==> src/shared/sdctl_pkg.sv <==
package sdctl_pkg;

  // Register byte offsets
  localparam logic [7:0] OFS_DELAY_CTRL = 8'h00;
  localparam logic [7:0] OFS_CAL        = 8'h04;
  localparam logic [7:0] OFS_RDCFG      = 8'h08;

  // Field positions
  localparam int FB_LSB        = 8;
  localparam int FB_MSB        = 12;
  localparam int CMD_LSB       = 0;
  localparam int CMD_MSB       = 4;
  localparam int CAL_VAL_MSB   = 7;
  localparam int CAL_START_BIT = 14;
  localparam int CAL_DONE_BIT  = 15;
  localparam int RD_MSB        = 1;

  // Writable masks and reset values
  localparam logic [31:0] DELAY_CTRL_MASK = 32'h00001f1f;
  localparam logic [31:0] RDCFG_MASK      = 32'h00000003;
  localparam logic [31:0] DELAY_CTRL_RST  = 32'h00000000;
  localparam logic [31:0] RDCFG_RST       = 32'h00000000;
  localparam logic [7:0]  CAL_VAL_RST     = 8'h00;

  // Read configuration encodings
  localparam logic [1:0] RD_CLKOUT      = 2'h0;
  localparam logic [1:0] RD_CMD_DELAYED = 2'h1;

  // Time base figures
  localparam int TICK_PS       = 250;
  localparam int RING_OSC_KHZ  = 50000;
  localparam int REF_OSC_KHZ   = 12000;
  localparam int CLK_KHZ       = 40000;
  localparam int CLK_PERIOD_PS = 1000000000 / CLK_KHZ;

  // Calibration window in reference periods
  localparam int CAL_REF_PERIODS = 48;

  // Delay counts in ticks
  localparam int TICKS_W = 7;

  // Bus responses
  localparam logic [1:0] RESP_OKAY   = 2'b00;
  localparam logic [1:0] RESP_SLVERR = 2'b10;

  // Calibration sequencer
  typedef enum logic [2:0] {
    CAL_IDLE  = 3'b001,
    CAL_RUN   = 3'b010,
    CAL_STORE = 3'b100
  } sdctl_cal_e;

endpackage

==> src/shared/sdctl_dly_if.sv <==
interface sdctl_dly_if;
  import sdctl_pkg::*;
  logic               start;
  logic [TICKS_W-1:0] ticks;
  logic               tick;
  logic               busy;
  logic               done;

  modport counter (input start, input ticks, input tick,
                   output busy, output done);
  modport user    (output start, output ticks, output tick,
                   input busy, input done);
endinterface

==> src/logic/sdctl_dly_cnt.sv <==
module sdctl_dly_cnt
  import sdctl_pkg::*;
(
  // Clock and reset
  input wire logic aclk,
  input wire logic aresetn,
  // Delay request
  sdctl_dly_if.counter dly
);

  logic [TICKS_W-1:0] remain;

  // Count oscillator ticks; a new start restarts the interval
  always_ff @(posedge aclk) begin
    if (!aresetn) begin
      remain <= '0;
      dly.busy <= 1'b0;
      dly.done <= 1'b0;
    end else if (dly.start) begin
      remain <= dly.ticks;
      dly.busy <= 1'b1;
      dly.done <= 1'b0;
    end else if (dly.busy && dly.tick) begin
      remain <= remain - 7'h01;
      dly.done <= (remain == 7'h01);
      dly.busy <= (remain != 7'h01);
    end else begin
      dly.done <= 1'b0;
    end
  end
endmodule

==> src/logic/sdctl_top.sv <==
// Function
// - Memory clock leaves and returns through a programmable feedback delay.
// - Command outputs launch from the returned feedback clock edge.
// - In command delay mode commands wait the programmed time after edge.
// - Both delay amounts are software registers outside the controller.
// - Both delay lines share the ring oscillator tick as time base.
// - Ring oscillator is calibrated against the 12 MHz reference.
// - Writing one to the start bit launches calibration.
// - Calibration result lands in bits 7..0 without software help.
// - Read data is captured relative to the fed back clock.
// - Feedback delay field is bits 12..8, quarter nanosecond steps.
// - More feedback delay moves the capture instant later.
// - Capture instant is command delay plus feedback delay in read mode one, feedback delay alone otherwise.
// - Read mode one delays all outputs except clock and enable.
// - Command delay field is bits 4..0, quarter nanosecond steps.
//
// Register access over AXI4-Lite and the address map are this design's own decisions.
module sdctl_top
  import sdctl_pkg::*;
#(
  parameter int AW        = 8,
  parameter int CMD_W     = 8,
  parameter int DATA_W    = 16,
  parameter int REF_COUNT = sdctl_pkg::CAL_REF_PERIODS
) (
  // Clock and reset
  input  wire logic              aclk,
  input  wire logic              aresetn,
  // AXI4-Lite write address
  input  wire logic [AW-1:0]     s_axi_awaddr,
  input  wire logic              s_axi_awvalid,
  output logic                   s_axi_awready,
  // AXI4-Lite write data
  input  wire logic [31:0]       s_axi_wdata,
  input  wire logic [3:0]        s_axi_wstrb,
  input  wire logic              s_axi_wvalid,
  output logic                   s_axi_wready,
  // AXI4-Lite write response
  output logic [1:0]             s_axi_bresp,
  output logic                   s_axi_bvalid,
  input  wire logic              s_axi_bready,
  // AXI4-Lite read
  input  wire logic [AW-1:0]     s_axi_araddr,
  input  wire logic              s_axi_arvalid,
  output logic                   s_axi_arready,
  output logic [31:0]            s_axi_rdata,
  output logic [1:0]             s_axi_rresp,
  output logic                   s_axi_rvalid,
  input  wire logic              s_axi_rready,
  // Oscillator ticks
  input  wire logic              ring_osc_tick,
  input  wire logic              ref_osc_tick,
  // Delay line settings
  output logic [4:0]             fb_delay_taps,
  output logic [4:0]             cmd_delay_taps,
  output logic                   cmd_delay_en,
  output logic [7:0]             cal_trim,
  output logic                   cal_busy,
  // Memory clock and feedback
  output logic                   memory_clock_output,
  input  wire logic              fb_clk_edge,
  // Commands from controller core
  input  wire logic [CMD_W-1:0]  cmd_in,
  input  wire logic              cke_in,
  output logic [CMD_W-1:0]       cmd_out,
  output logic                   cke_out,
  // Read data
  input  wire logic [DATA_W-1:0] rd_data_in,
  output logic [DATA_W-1:0]      rd_data,
  output logic                   rd_valid
);

  logic [31:0]      delay_line_control;
  logic [31:0]      dynamic_read_configuration;
  logic [7:0]       cal_value;
  logic             cal_done;
  sdctl_cal_e       cal_state;
  logic [7:0]       ref_cnt;
  logic [7:0]       ring_cnt;
  logic [AW-1:0]    aw_addr;
  logic [31:0]      w_data;
  logic [3:0]       w_strb;
  logic             aw_held;
  logic             w_held;
  logic             wr_do;
  logic             cal_start_req;
  logic             cmd_mode;
  logic [CMD_W-1:0] cmd_hold;
  logic [4:0]       fb_field;
  logic [4:0]       cmd_field;

  sdctl_dly_if cmd_dly ();
  sdctl_dly_if cap_dly ();

  // Byte-lane merge of a write into a register
  function automatic logic [31:0] merge(input logic [31:0] old,
                                        input logic [31:0] data,
                                        input logic [3:0]  strb,
                                        input logic [31:0] mask);
    logic [31:0] res;
    res = old;
    for (int i = 0; i < 4; i++) begin
      if (strb[i]) begin
        res[i*8 +: 8] = data[i*8 +: 8];
      end
    end
    return res & mask;
  endfunction

  // Address match on word offset
  function automatic logic hit(input logic [AW-1:0] addr,
                               input logic [7:0]    ofs);
    return addr[7:2] == ofs[7:2];
  endfunction

  // Register field views
  assign fb_field  = delay_line_control[FB_MSB:FB_LSB];
  assign cmd_field = delay_line_control[CMD_MSB:CMD_LSB];
  assign cmd_mode  = dynamic_read_configuration[RD_MSB:0] == RD_CMD_DELAYED;

  // Handshake readies
  assign s_axi_awready = !aw_held && !s_axi_bvalid;
  assign s_axi_wready  = !w_held && !s_axi_bvalid;
  assign s_axi_arready = !s_axi_rvalid;
  assign wr_do         = aw_held && w_held && !s_axi_bvalid;
  assign cal_start_req = wr_do && hit(aw_addr, OFS_CAL) && w_strb[1]
                         && w_data[CAL_START_BIT];

  // Write address and data capture, either order
  always_ff @(posedge aclk) begin
    if (!aresetn) begin
      aw_held <= 1'b0;
      w_held  <= 1'b0;
      aw_addr <= '0;
      w_data  <= 32'h0;
      w_strb  <= 4'h0;
    end else begin
      if (s_axi_awvalid && s_axi_awready) begin
        aw_held <= 1'b1;
        aw_addr <= s_axi_awaddr;
      end else if (wr_do) begin
        aw_held <= 1'b0;
      end
      if (s_axi_wvalid && s_axi_wready) begin
        w_held <= 1'b1;
        w_data <= s_axi_wdata;
        w_strb <= s_axi_wstrb;
      end else if (wr_do) begin
        w_held <= 1'b0;
      end
    end
  end

  // Write response
  always_ff @(posedge aclk) begin
    if (!aresetn) begin
      s_axi_bvalid <= 1'b0;
      s_axi_bresp  <= RESP_OKAY;
    end else if (wr_do) begin
      s_axi_bvalid <= 1'b1;
      if (hit(aw_addr, OFS_DELAY_CTRL) || hit(aw_addr, OFS_CAL)
          || hit(aw_addr, OFS_RDCFG)) begin
        s_axi_bresp <= RESP_OKAY;
      end else begin
        s_axi_bresp <= RESP_SLVERR;
      end
    end else if (s_axi_bready) begin
      s_axi_bvalid <= 1'b0;
    end
  end

  // Software delay and mode registers
  always_ff @(posedge aclk) begin
    if (!aresetn) begin
      delay_line_control         <= DELAY_CTRL_RST;
      dynamic_read_configuration <= RDCFG_RST;
    end else if (wr_do) begin
      if (hit(aw_addr, OFS_DELAY_CTRL)) begin
        delay_line_control <= merge(delay_line_control, w_data, w_strb,
                                    DELAY_CTRL_MASK);
      end else if (hit(aw_addr, OFS_RDCFG)) begin
        dynamic_read_configuration <= merge(dynamic_read_configuration,
                                            w_data, w_strb, RDCFG_MASK);
      end
    end
  end

  // Read channel
  always_ff @(posedge aclk) begin
    if (!aresetn) begin
      s_axi_rvalid <= 1'b0;
      s_axi_rdata  <= 32'h0;
      s_axi_rresp  <= RESP_OKAY;
    end else if (s_axi_arvalid && s_axi_arready) begin
      s_axi_rvalid <= 1'b1;
      s_axi_rresp  <= RESP_OKAY;
      if (hit(s_axi_araddr, OFS_DELAY_CTRL)) begin
        s_axi_rdata <= delay_line_control;
      end else if (hit(s_axi_araddr, OFS_CAL)) begin
        s_axi_rdata <= {16'h0, cal_done, cal_state == CAL_RUN,
                        6'h00, cal_value};
      end else if (hit(s_axi_araddr, OFS_RDCFG)) begin
        s_axi_rdata <= dynamic_read_configuration;
      end else begin
        s_axi_rdata <= 32'h0;
        s_axi_rresp <= RESP_SLVERR;
      end
    end else if (s_axi_rready) begin
      s_axi_rvalid <= 1'b0;
    end
  end

  // Calibration sequencer: ring ticks per reference window
  always_ff @(posedge aclk) begin
    if (!aresetn) begin
      cal_state <= CAL_IDLE;
      ref_cnt   <= 8'h00;
      ring_cnt  <= 8'h00;
      cal_value <= CAL_VAL_RST;
      cal_done  <= 1'b0;
    end else begin
      case (cal_state)
        CAL_IDLE: begin
          if (cal_start_req) begin
            cal_state <= CAL_RUN;
            ref_cnt   <= 8'h00;
            ring_cnt  <= 8'h00;
            cal_done  <= 1'b0;
          end
        end
        CAL_RUN: begin
          if (ring_osc_tick && ring_cnt != 8'hff) begin
            ring_cnt <= ring_cnt + 8'h01;
          end
          if (ref_osc_tick) begin
            ref_cnt <= ref_cnt + 8'h01;
            if (ref_cnt == 8'(REF_COUNT - 1)) begin
              cal_state <= CAL_STORE;
            end
          end
        end
        CAL_STORE: begin
          cal_value <= ring_cnt;
          cal_done  <= 1'b1;
          cal_state <= CAL_IDLE;
        end
        default: cal_state <= CAL_IDLE;
      endcase
    end
  end

  // Settings driven to the delay lines and oscillator trim
  assign fb_delay_taps  = fb_field;
  assign cmd_delay_taps = cmd_field;
  assign cmd_delay_en   = cmd_mode;
  assign cal_trim       = cal_value;
  assign cal_busy       = cal_state != CAL_IDLE;

  // Outgoing memory clock
  always_ff @(posedge aclk) begin
    if (!aresetn) begin
      memory_clock_output <= 1'b0;
    end else begin
      memory_clock_output <= !memory_clock_output;
    end
  end

  // Delay requests timed by the shared ring tick
  assign cmd_dly.start = fb_clk_edge && cmd_mode;
  assign cmd_dly.ticks = {2'b00, cmd_field} + 7'h01;
  assign cmd_dly.tick  = ring_osc_tick;
  assign cap_dly.start = fb_clk_edge;
  assign cap_dly.ticks = cmd_mode ?
    {2'b00, cmd_field} + {2'b00, fb_field} + 7'h02 :
    {2'b00, fb_field} + 7'h01;
  assign cap_dly.tick  = ring_osc_tick;

  sdctl_dly_cnt u_cmd_dly (
    .aclk    (aclk),
    .aresetn (aresetn),
    .dly     (cmd_dly)
  );

  sdctl_dly_cnt u_cap_dly (
    .aclk    (aclk),
    .aresetn (aresetn),
    .dly     (cap_dly)
  );

  // Command launch from feedback edge, optionally delayed
  always_ff @(posedge aclk) begin
    if (!aresetn) begin
      cmd_out  <= '0;
      cmd_hold <= '0;
      cke_out  <= 1'b0;
    end else begin
      if (fb_clk_edge) begin
        cke_out  <= cke_in;
        cmd_hold <= cmd_in;
        if (!cmd_mode) begin
          cmd_out <= cmd_in;
        end
      end
      if (cmd_dly.done && !fb_clk_edge) begin
        cmd_out <= cmd_hold;
      end
    end
  end

  // Read data capture at the delayed feedback instant
  always_ff @(posedge aclk) begin
    if (!aresetn) begin
      rd_data  <= '0;
      rd_valid <= 1'b0;
    end else begin
      rd_valid <= cap_dly.done;
      if (cap_dly.done) begin
        rd_data <= rd_data_in;
      end
    end
  end
endmodule

==> config.mk <==
export PLATFORM = sky130hd
export DESIGN_NAME = sdctl_top
export DESIGN_NICKNAME = d
export VERILOG_FILES = /design/src/shared/sdctl_pkg.sv /design/src/shared/sdctl_dly_if.sv /design/src/logic/sdctl_dly_cnt.sv /design/src/logic/sdctl_top.sv
export SDC_FILE = /design/constraint.sdc
export NUM_CORES = 1
export LEC_CHECK = 0
export BUFFER_PORTS_ARGS = -buffer_cell sky130_fd_sc_hd__buf_2
export CAP_MARGIN = 20
export CORE_MARGIN = 2
export CORE_UTILIZATION = 40
export DETAILED_ROUTE_END_ITERATION = 6
export PLACE_DENSITY = 0.68
export SLEW_MARGIN = 40
export SYNTH_ARGS = -nofsm -noshare
export SYNTH_HDL_FRONTEND = slang
export SYNTH_HIERARCHICAL = 1
export SYNTH_SLANG_ARGS = --single-unit
==> constraint.sdc <==
create_clock -name aclk -period 4.15 [get_ports aclk]
set_input_delay 0.83 -clock aclk [delete_from_list [all_inputs] [get_ports aclk]]
set_output_delay 0.83 -clock aclk [all_outputs]
set_load 0.02 [all_outputs]
# After elaboration in Yosys (flattened, before gate mapping)
# Index checks and enable logic that the tools add are counted.
totals:
  ff_bits: 158
  word_cells: 143
  input_bits: 87
op_classes:
  eq_ne: 20
  n_bitwise: 4
  n_reduce_logical: 44
  n_addsub: 8
  n_mux: 37
ops:
  columns: ["op", "n"]
  rows:
  - ["two-way mux 8 bit", 6]
  - ["two-way mux 7 bit", 5]
  - ["two-way mux 16 bit", 2]
  - ["one-hot mux 8 bit (2 select lines)", 2]
  - ["nonzero test 2 bit", 9]
  - ["adder 8 x 1 -> 8 bit, second input constant", 2]
  - ["logical AND 1 bit", 15]
  - ["AND reduction 3 bit", 5]
  - ["equality test 7 x 1 -> 1 bit, second input constant", 2]
  - ["!= test 7 x 1 -> 1 bit, second input constant", 2]
  - ["subtractor 7 x 1 -> 7 bit, second input constant", 2]
  - ["adder 5 x 1 -> 6 bit, second input constant", 2]
  - ["equality test 6 x 1 -> 1 bit, second input constant", 2]
  - ["equality test 6 x 2 -> 1 bit, second input constant", 2]
  - ["zero test 6 bit", 2]
  - ["two-way mux 1 bit", 12]
  - ["two-way mux 2 bit", 5]
  - ["two-way mux 3 bit", 3]
  - ["equality test 8 x 6 -> 1 bit, second input constant", 1]
  - ["!= test 8 bit, second input constant", 1]
  - ["adder 6 x 2 -> 7 bit, second input constant", 1]
  - ["adder 5 x 5 -> 6 bit", 1]
  - ["zero test 1 bit", 6]
  - ["!= test 2 x 1 -> 1 bit, second input constant", 3]
  - ["13 further kinds", 20]

# Logic depth before layout (Yosys ltp)
# Gate-level depths: netlist of the first run.
depth:
  depth_word: 7
  ltp_mapped: 13
  depth_no_buf: 13

# Cells and area by module
# The synthesis of the first run kept the hierarchy.
modules_own_cells:
  columns: ["module", "seq_area_each_um2", "area_per_inst_um2", "instances", "cells_per_inst"]
  rows:
  - ["sdctl_top", 2302.2, 5071.1, 1, 567]
  - ["sdctl_dly_cnt", 180.2, 456.7, 2, 51]

# Least setup slack after synthesis of the first run
# No wires, ideal clock.
synth_path:
  kind: "input to register"
  startpoint: "input fb_clk_edge"
  endpoint: "register cmd_out[6]"
  setup_ns: 0.086
  t_arrival_ns: 2.157
  required_ns: 4.064
  cell_stages: 6
  path_buffers: 2
  path_slack_ns: 1.907
  cell_sequence: "clkbuf_1 nor2_1 nor2_1 clkbuf_1 nor2_1 a211oi_1"
synth_between:
  elab_chain_cells: 4
  word_cells_on_any_way: 6
  cone_classes: "eq/ne: 1; mux: 1; reduce/logical: 4"
synth_lines:
  columns: ["item", "line", "text"]
  rows:
  - ["start: declaration", "sdctl_top.sv:61", "input wire logic fb_clk_edge,"]
  - ["zero test 1 bit", "sdctl_top.sv:304", "if (cmd_dly.done && !fb_clk_edge) begin"]
  - ["logical AND 1 bit", "sdctl_top.sv:304", null]
  - ["!= test 2 x 1 -> 1 bit (no line) or nonzero test 2 bit (tied branches)", null, null]
  - ["AND reduction 2 bit (no line)", null, null]
  - ["end signal: assignment", "sdctl_top.sv:301", "cmd_out <= cmd_in;"]
  - ["end signal: assignment", "sdctl_top.sv:305", "cmd_out <= cmd_hold;"]
  - ["end: declaration", "sdctl_top.sv:65", "output logic [CMD_W-1:0] cmd_out,"]
# Several ways; a longest one is shown, not always the timed one.
# A chain may end at the register's enable or synchronous reset.

# Worst setup path in the final report of the first run
layout_path:
  startpoint: "register aw_addr[4]"
  endpoint: "register ring_cnt[0]"
layout_between:
  elab_chain_cells: 6
layout_lines:
  columns: ["item", "line", "text"]
  rows:
  - ["start: declaration", "sdctl_top.sv:80", "logic [AW-1:0] aw_addr;"]
  - ["start signal: assignment", "sdctl_top.sv:140", "aw_addr <= s_axi_awaddr;"]
  - ["equality test 6 x 1 -> 1 bit", "sdctl_top.sv:113", "return addr[7:2] == ofs[7:2];"]
  - ["logical AND 1 bit (2 in a row)", "sdctl_top.sv:126", "assign cal_start_req = wr_do && hit(aw_addr, OFS_CAL) && w_strb[1]"]
  - ["logical AND 1 bit", "sdctl_top.sv:127", "&& w_data[CAL_START_BIT];"]
  - ["!= test 2 bit (no line)", null, null]
  - ["AND reduction 3 bit (no line)", null, null]
  - ["end signal: assignment", "sdctl_top.sv:233", "ring_cnt <= ring_cnt + 8'h01;"]
  - ["end: declaration", "sdctl_top.sv:79", "logic [7:0] ring_cnt;"]
# No other way between the ends.

==> out/results.ini, run 1 <==
[yosys]
synth_edf_count = 0
ys.warnings.count = 6
synth_flop_cell = dfxtp_1
synth_async_sr_flop_share_pct = 0
yosysTopAreaCell = dfxtp_1
syn_inst = 669
syn-cell-area_um2 = 5980
syn_avg_cell_area_um2 = 8.95
yosys-top-cells-area = dfxtp_1 44%, mux2i_1 9.9%, nor2_1 6.0%, ha_1 3.6%, nand2_1 3.3%
synth_cell_types = 61
synth_commonest_cells = 133 x dfxtp_1, 96 x nor2_1, 59 x mux2i_1
ys_seq_elements = 133
yosysMostFrequentCell = dfxtp_1
yosys.area.top_type_share_pct = 44.5
yosysSeqAreaShare_pct = 44.5

[global_routing]
gr-usage-all-layers_pct = 17.9
grt_overflow = 0
grt_max_degree = 59
grt_pass1_wl_mm = 22.8
antenna_found_initial = 0
grt_pass1_vias = 4767

[pwr]
power_density_nw_per_um2 = 421
combPwrFrac_pct = 6.8
p_int_uw = 2370
switching_share_pct = 22.7
p_switching_uw = 698
p_leak_uw = 0.00318
vdd_ir_drop_max_mv = 0.274
power_frac_seq_pct = 43.5
clkPwrFrac_pct = 49.7

[clock_network]
hold_buffers = 0
clockBufferDepth = 2
cts_sinks = 133
clk_pin_slew_worst_paths_ns = 0.06
cts-root-buf = clkbuf_16
cts_buffers = 17
clk_latency_ns = 0.42
postCtsSetupBuffers = 0
cts_resized = 0
cts_tree = yes
htree_levels = 4

[sta]
max_freq_mhz = 421
slew_headroom_pct = 48.4
min_period_over_period_pct = 57.3
hold_violations = 0
layout_setup_ws_ns = 1.77
clock-skew-final_ns = 0.00791
whs_ns = 0.404
rsz0062_at_grt = no
slew_violations = 0
tns_ns = 0
period_needed_ns = 2.38
worst_slew_pin_slew_ns = 0.767
setup_viol = 0

[drt]
drc = 0
wl_met3_um = 819
dr.pass1.iters = 6
wl_met1_mm = 6.61
highest_layer = met4
vias_per_cell = 5.13
met2WireLength_mm = 6.28
drt_iter0_drc = 254
route.vias.total = 5031
wire_per_inst_um = 14.2
ant_nets = 0
finalWirelength_mm = 13.9

[placement]
portBuffers = 128
dp_cells = 949
dpl.hpwl_mm = 9.87
pre_cts_ws_ns = 1.58
gp_congestion = 0.819

[cells_and_area]
final_nets = 889
layout.cells.non_filler = 980
area_delta_synth_final_pct = 21.7
drive_gt1_share_pct = 22.5
antenna_cells = 0

[floorplan]
dieHeight_um = 126
dieArea_um2 = 16000
num_rows = 44
dieWidth_um = 126
start_util_pct = 41.0
core_area_um2 = 14600
ios = 175

[hold_path]
hold_class = flip-flop to flip-flop

[run_status]
status = finished clean

[critical_path]
critical_path_required_ns = 4.46
crit_fanout = 10
worstSetupPathType = flip-flop to flip-flop
endpoint_kind = flip-flop
cp-start-kind = flip-flop
arrival_ns = 2.69

[run]
cap_viol_max_count = 0

## power by group through the flow
stage | logic [uW] | clock network [uW] | registers [uW]
finish | 209 | 1520 | 1340
global route | 233 | 1610 | 1340
CTS | 211 | 1550 | 1340
detailed placement | 210 | 0 | 1360
global placement | 207 | 0 | 1360
floorplan | 142 | 0 | 1370
## placed cells by master (no fill, tap or decap), drive strengths merged, types with 4 or more instances in the layout
| master | instances |
|---|---|
| a22oi | 12 |
| nor2 | 97 |
| a31oi | 13 |
| clkinv | 5 |
| a21oi | 36 |
| nor4 | 8 |
| nand2b | 7 |
| o21ai | 33 |
| clkbuf | 22 |
| dfxtp | 133 |
| conb | 20 |
| a211oi | 11 |
| buf | 130 |
| and2 | 5 |
| xor2 | 7 |
| inv | 21 |
| nand3 | 22 |
| nor3b | 4 |
| ha | 17 |
| nor3 | 5 |
| or4 | 7 |
| or3 | 9 |
| xnor2 | 10 |
| mux2i | 59 |
| nand4 | 6 |
| nand2 | 53 |
## per-layer routing
metal  GRT usage (%)  vias to the layer above
li1                -                     2545
met1            23.1                     2325
met2            28.3                      149
met3            6.12                       12
met4            6.01                        0
met5               0                        -
## cell type report
type                       instances  area, um^2
clock buffer                      22         474
clock inverter                     9         126
fill                            1402        7300
inverter                          21        81.3
multi-input combinational        481        3040
sequential                       133        2660
tap                              184         230
timing repair buffer             130         668
## kinds of logic after synthesis
kind of cell	synth area share, %
other	0.0627
and+or+nand+nor	18.9
muxes	10.1
AOI/OAI and AO/OA	14.1
xor gates and xnor gates	2.49
DFF	44.5
buffers and inverters	6.04
adders and majority gates	3.89
## metrics by stage
stage	area (um^2)	total power (uW)	util [%]
final	7280	3070	49.9
after detailed placement	6680	1570	45.8
after global routing	7280	3180	49.9
after global placement	6670	1570	45.7
after CTS	7280	3100	49.9
after floorplan	6060	1510	-
## final timing paths
kind / to / startpoint / slack, ns / cells past startpoint
worst min register to register: memory_clock_output$_SDFF_PN0_ / memory_clock_output$_SDFF_PN0_ / 0.40 / 1
worst max register to register: ring_cnt[0]$_SDFFE_PN0P_ / aw_addr[4]$_SDFFE_PN0P_ / 1.77 / 5
worst min-delay path: memory_clock_output$_SDFF_PN0_ / memory_clock_output$_SDFF_PN0_ / 0.40 / 1
worst max-delay path: ring_cnt[0]$_SDFFE_PN0P_ / aw_addr[4]$_SDFFE_PN0P_ / 1.77 / 5
## state kept, by name, summed over array words and instances, names as in the netlist, 7 cells and up
name / cells
rd_data: 16
s_axi_rdata: 15
w_data: 11
delay_line_control: 10
cal_trim: 8
cmd_hold: 8
cmd_out: 8
ref_cnt: 8
ring_cnt: 8
u_cap_dly/remain: 7
u_cmd_dly/remain: 7
## critical path, stage by stage, from the launching register on
cell,delay [ns]
dfxtp_1,0.30
or4_1,0.67
o41ai_4,0.70
nor2_2,0.10
a31o_1,0.22
mux2_2,0.26
(Power assumes the default switching activity.)
==> run 2: changes to the inputs <==
PLACE_DENSITY = 0.71   (was 0.68)
clock period = 2.1 ns   (was 4.15 ns; I/O delays follow)
==> run 2 against run 1 <==
  * Combinational power grew 110%
  * Worst setup slack worse by 1.7 ns
  * First-iteration DRC count up 23%
  * Cell count is 3.6% higher
  * Clock-buffer cell count up 1
  * Wire length rose by 3.4%
  * Sequential power grew 97%
  * Sequential share of layout area fell by 1.4 points
  * Clock power rose by 88%
  * Register-to-register slack worse by 1.7 ns
  * Critical endpoint unchanged
  * Largest cell class unchanged
==> out/results.ini, run 2 (synthesis results as in run 1) <==
[run_status]
status = finished clean

[sta]
worst_slew_pin_slew_ns = 0.621  ; -0.147 ns
period_needed_ns = 2.06  ; -0.320 ns
clock-skew-final_ns = 0.0143  ; +0.00639 ns
slew_headroom_pct = 58.5  ; +10 points
hold_violations = 0  ; unchanged
setup_viol = 0  ; unchanged
max_freq_mhz = 486  ; +16%
whs_ns = 0.189  ; -0.215 ns
rsz0062_at_grt = yes
slew_violations = 0  ; unchanged
min_period_over_period_pct = 98.0  ; +41 points

[clock_network]
hold_buffers = 0  ; unchanged
cts_buffers = 17  ; unchanged
cts_sinks = 133  ; unchanged
clk_pin_slew_worst_paths_ns = 0.06  ; about the same
cts-root-buf = clkbuf_16
htree_levels = 4  ; unchanged
cts_tree = yes
clockBufferDepth = 2  ; unchanged
clk_latency_ns = 0.42  ; about the same

[hold_path]
hold_class = input port to flip-flop

[cells_and_area]
layout_commonest_cell = dfxtp_1
final_nets = 924  ; +3.9%
layout.cells.non_filler = 1015  ; +3.6%
fin_area_um2 = 7600  ; +4.3%
drive_gt1_share_pct = 27.1  ; +4.6 points
final_core_util_pct = 52.1  ; +2.1 points
final_cell_mix = 130 x dfxtp_1, 128 x buf_2, 96 x nor2_1
fillCellCount = 1371  ; -2.2%
top_regs = rd_data x16, s_axi_rdata x15, w_data x11
largest-register = rd_data
antenna_cells = 0  ; unchanged
area_delta_synth_final_pct = 26.9
largest_reg_flops = 16  ; unchanged

[drt]
wire_per_inst_um = 14.1  ; -0.19%
drc = 0  ; unchanged
drt_iter0_drc = 313  ; +23%
finalWirelength_mm = 14.3  ; +3.4%
ant_nets = 0  ; unchanged
dr.pass1.iters = 4  ; -2
route.vias.total = 5178  ; +2.9%
vias_per_cell = 5.10  ; -0.63%

[global_routing]
grt_pass1_wl_mm = 23.7  ; +4.1%
grt_overflow = 0  ; unchanged
gr-usage-all-layers_pct = 18.3  ; +0.37 points
grt_max_degree = 37  ; -37%
antenna_found_initial = 0  ; unchanged
grt_pass1_vias = 4875  ; +2.3%

[floorplan]
dieArea_um2 = 16000  ; unchanged
start_util_pct = 41.0  ; unchanged
dieWidth_um = 126  ; unchanged
ios = 175  ; unchanged
dieHeight_um = 126  ; unchanged
num_rows = 44  ; unchanged
core_area_um2 = 14600  ; unchanged

[placement]
portBuffers = 128  ; unchanged
dpl.hpwl_mm = 10.2  ; +3.5%
gp_congestion = 0.808  ; -1.4%
placed_area_um2 = 6940  ; +4.0%
dp_cells = 981  ; +3.4%

[critical_path]
crit_fanout = 4  ; -6
critical_path_required_ns = 2.40  ; -2.06 ns
crit_buf_inv = 1  ; +1
endpoint_kind = flip-flop
cp_cell_sequence = or4_4 > buf_6 > o41ai_4 > nor2_2 > a31o_1 > mux2_2
cp-start-kind = flip-flop
critical-path-top-delay-family = simple AND/OR/NAND/NOR gates
cpMaxStageDelayCell = or4_4
worstSetupPathType = flip-flop to flip-flop
max_stage_delay_ns = 0.54  ; -0.16 ns
arrival_ns = 2.36  ; -0.33 ns

[pwr]
fin_total_pwr_uw = 5940  ; +93%
p_leak_uw = 0.00335  ; +5.2%
power_density_nw_per_um2 = 782  ; +86%
vdd_ir_drop_max_mv = 0.569  ; +110%

[run]
cap_viol_max_count = 0  ; unchanged

## run 2: cell count changes in the layout (fill, tap and decap cells not counted), moves of 3 or more
cell	previous run	this run
a21oi_1	35	32
inv_2	0	6
a21oi_2	0	3
buf_4	1	31
inv_1	20	15
buf_6	0	3
o21ai_0	33	29
o21ai_1	0	4
## run 2: timing repair
action,in CTS,in global routing
setup buffers,1,2
resized for setup,4,18
pin swaps,1,9
setup endpoints to repair,1,16
gates cloned,0,0
## run 2: where the power goes
part,switching [uW],internal (uW)
registers,46.4,2590
clock network,1050,1800
logic,272,177
## run 2: worst paths after layout
path,slack [ns],start,cells past startpoint,to
worst min-delay path,0.19,s_axi_rready,2,s_axi_rvalid$_SDFFE_PN0P_
worst min register to register,0.41,memory_clock_output$_SDFF_PN0_,1,memory_clock_output$_SDFF_PN0_
worst max-delay path,0.04,aw_addr[4]$_SDFFE_PN0P_,6,ring_cnt[0]$_SDFFE_PN0P_
worst max register to register,0.04,aw_addr[4]$_SDFFE_PN0P_,6,ring_cnt[0]$_SDFFE_PN0P_
## run 2: area by class of cell
cell class	count	area [um^2]	share of cell area (%)
Clock buffer	23	468	6.16
Clock inverter	8	101	1.33
Inverter	21	78.8	1.04
Multi-Input combinational cell	481	3080	40.5
Sequential cell	133	2670	35.2
Tap cell	184	230	3.03
Timing Repair Buffer	165	967	12.7
## run 2: metal layers
layer / global-route usage, % / vias to the layer above / part of all wire, %
met5: 0 / - / 0
met1: 24.0 / 2421 / 47
met2: 28.7 / 134 / 46
met3: 5.40 / 11 / 6.1
li1: - / 2612 / -
met4: 6.66 / 0 / 1.0
## run 2: metrics by stage
step | setup slack [ns] | setup TNS [ns]
after floorplan | 0.00833 | 0
after global placement | 0.00463 | 0
after detailed placement | -0.0315 | -0.0315
after CTS | 0.000292 | 0
after global routing | -0.0407 | -0.0644
final | 0.0418 | 0
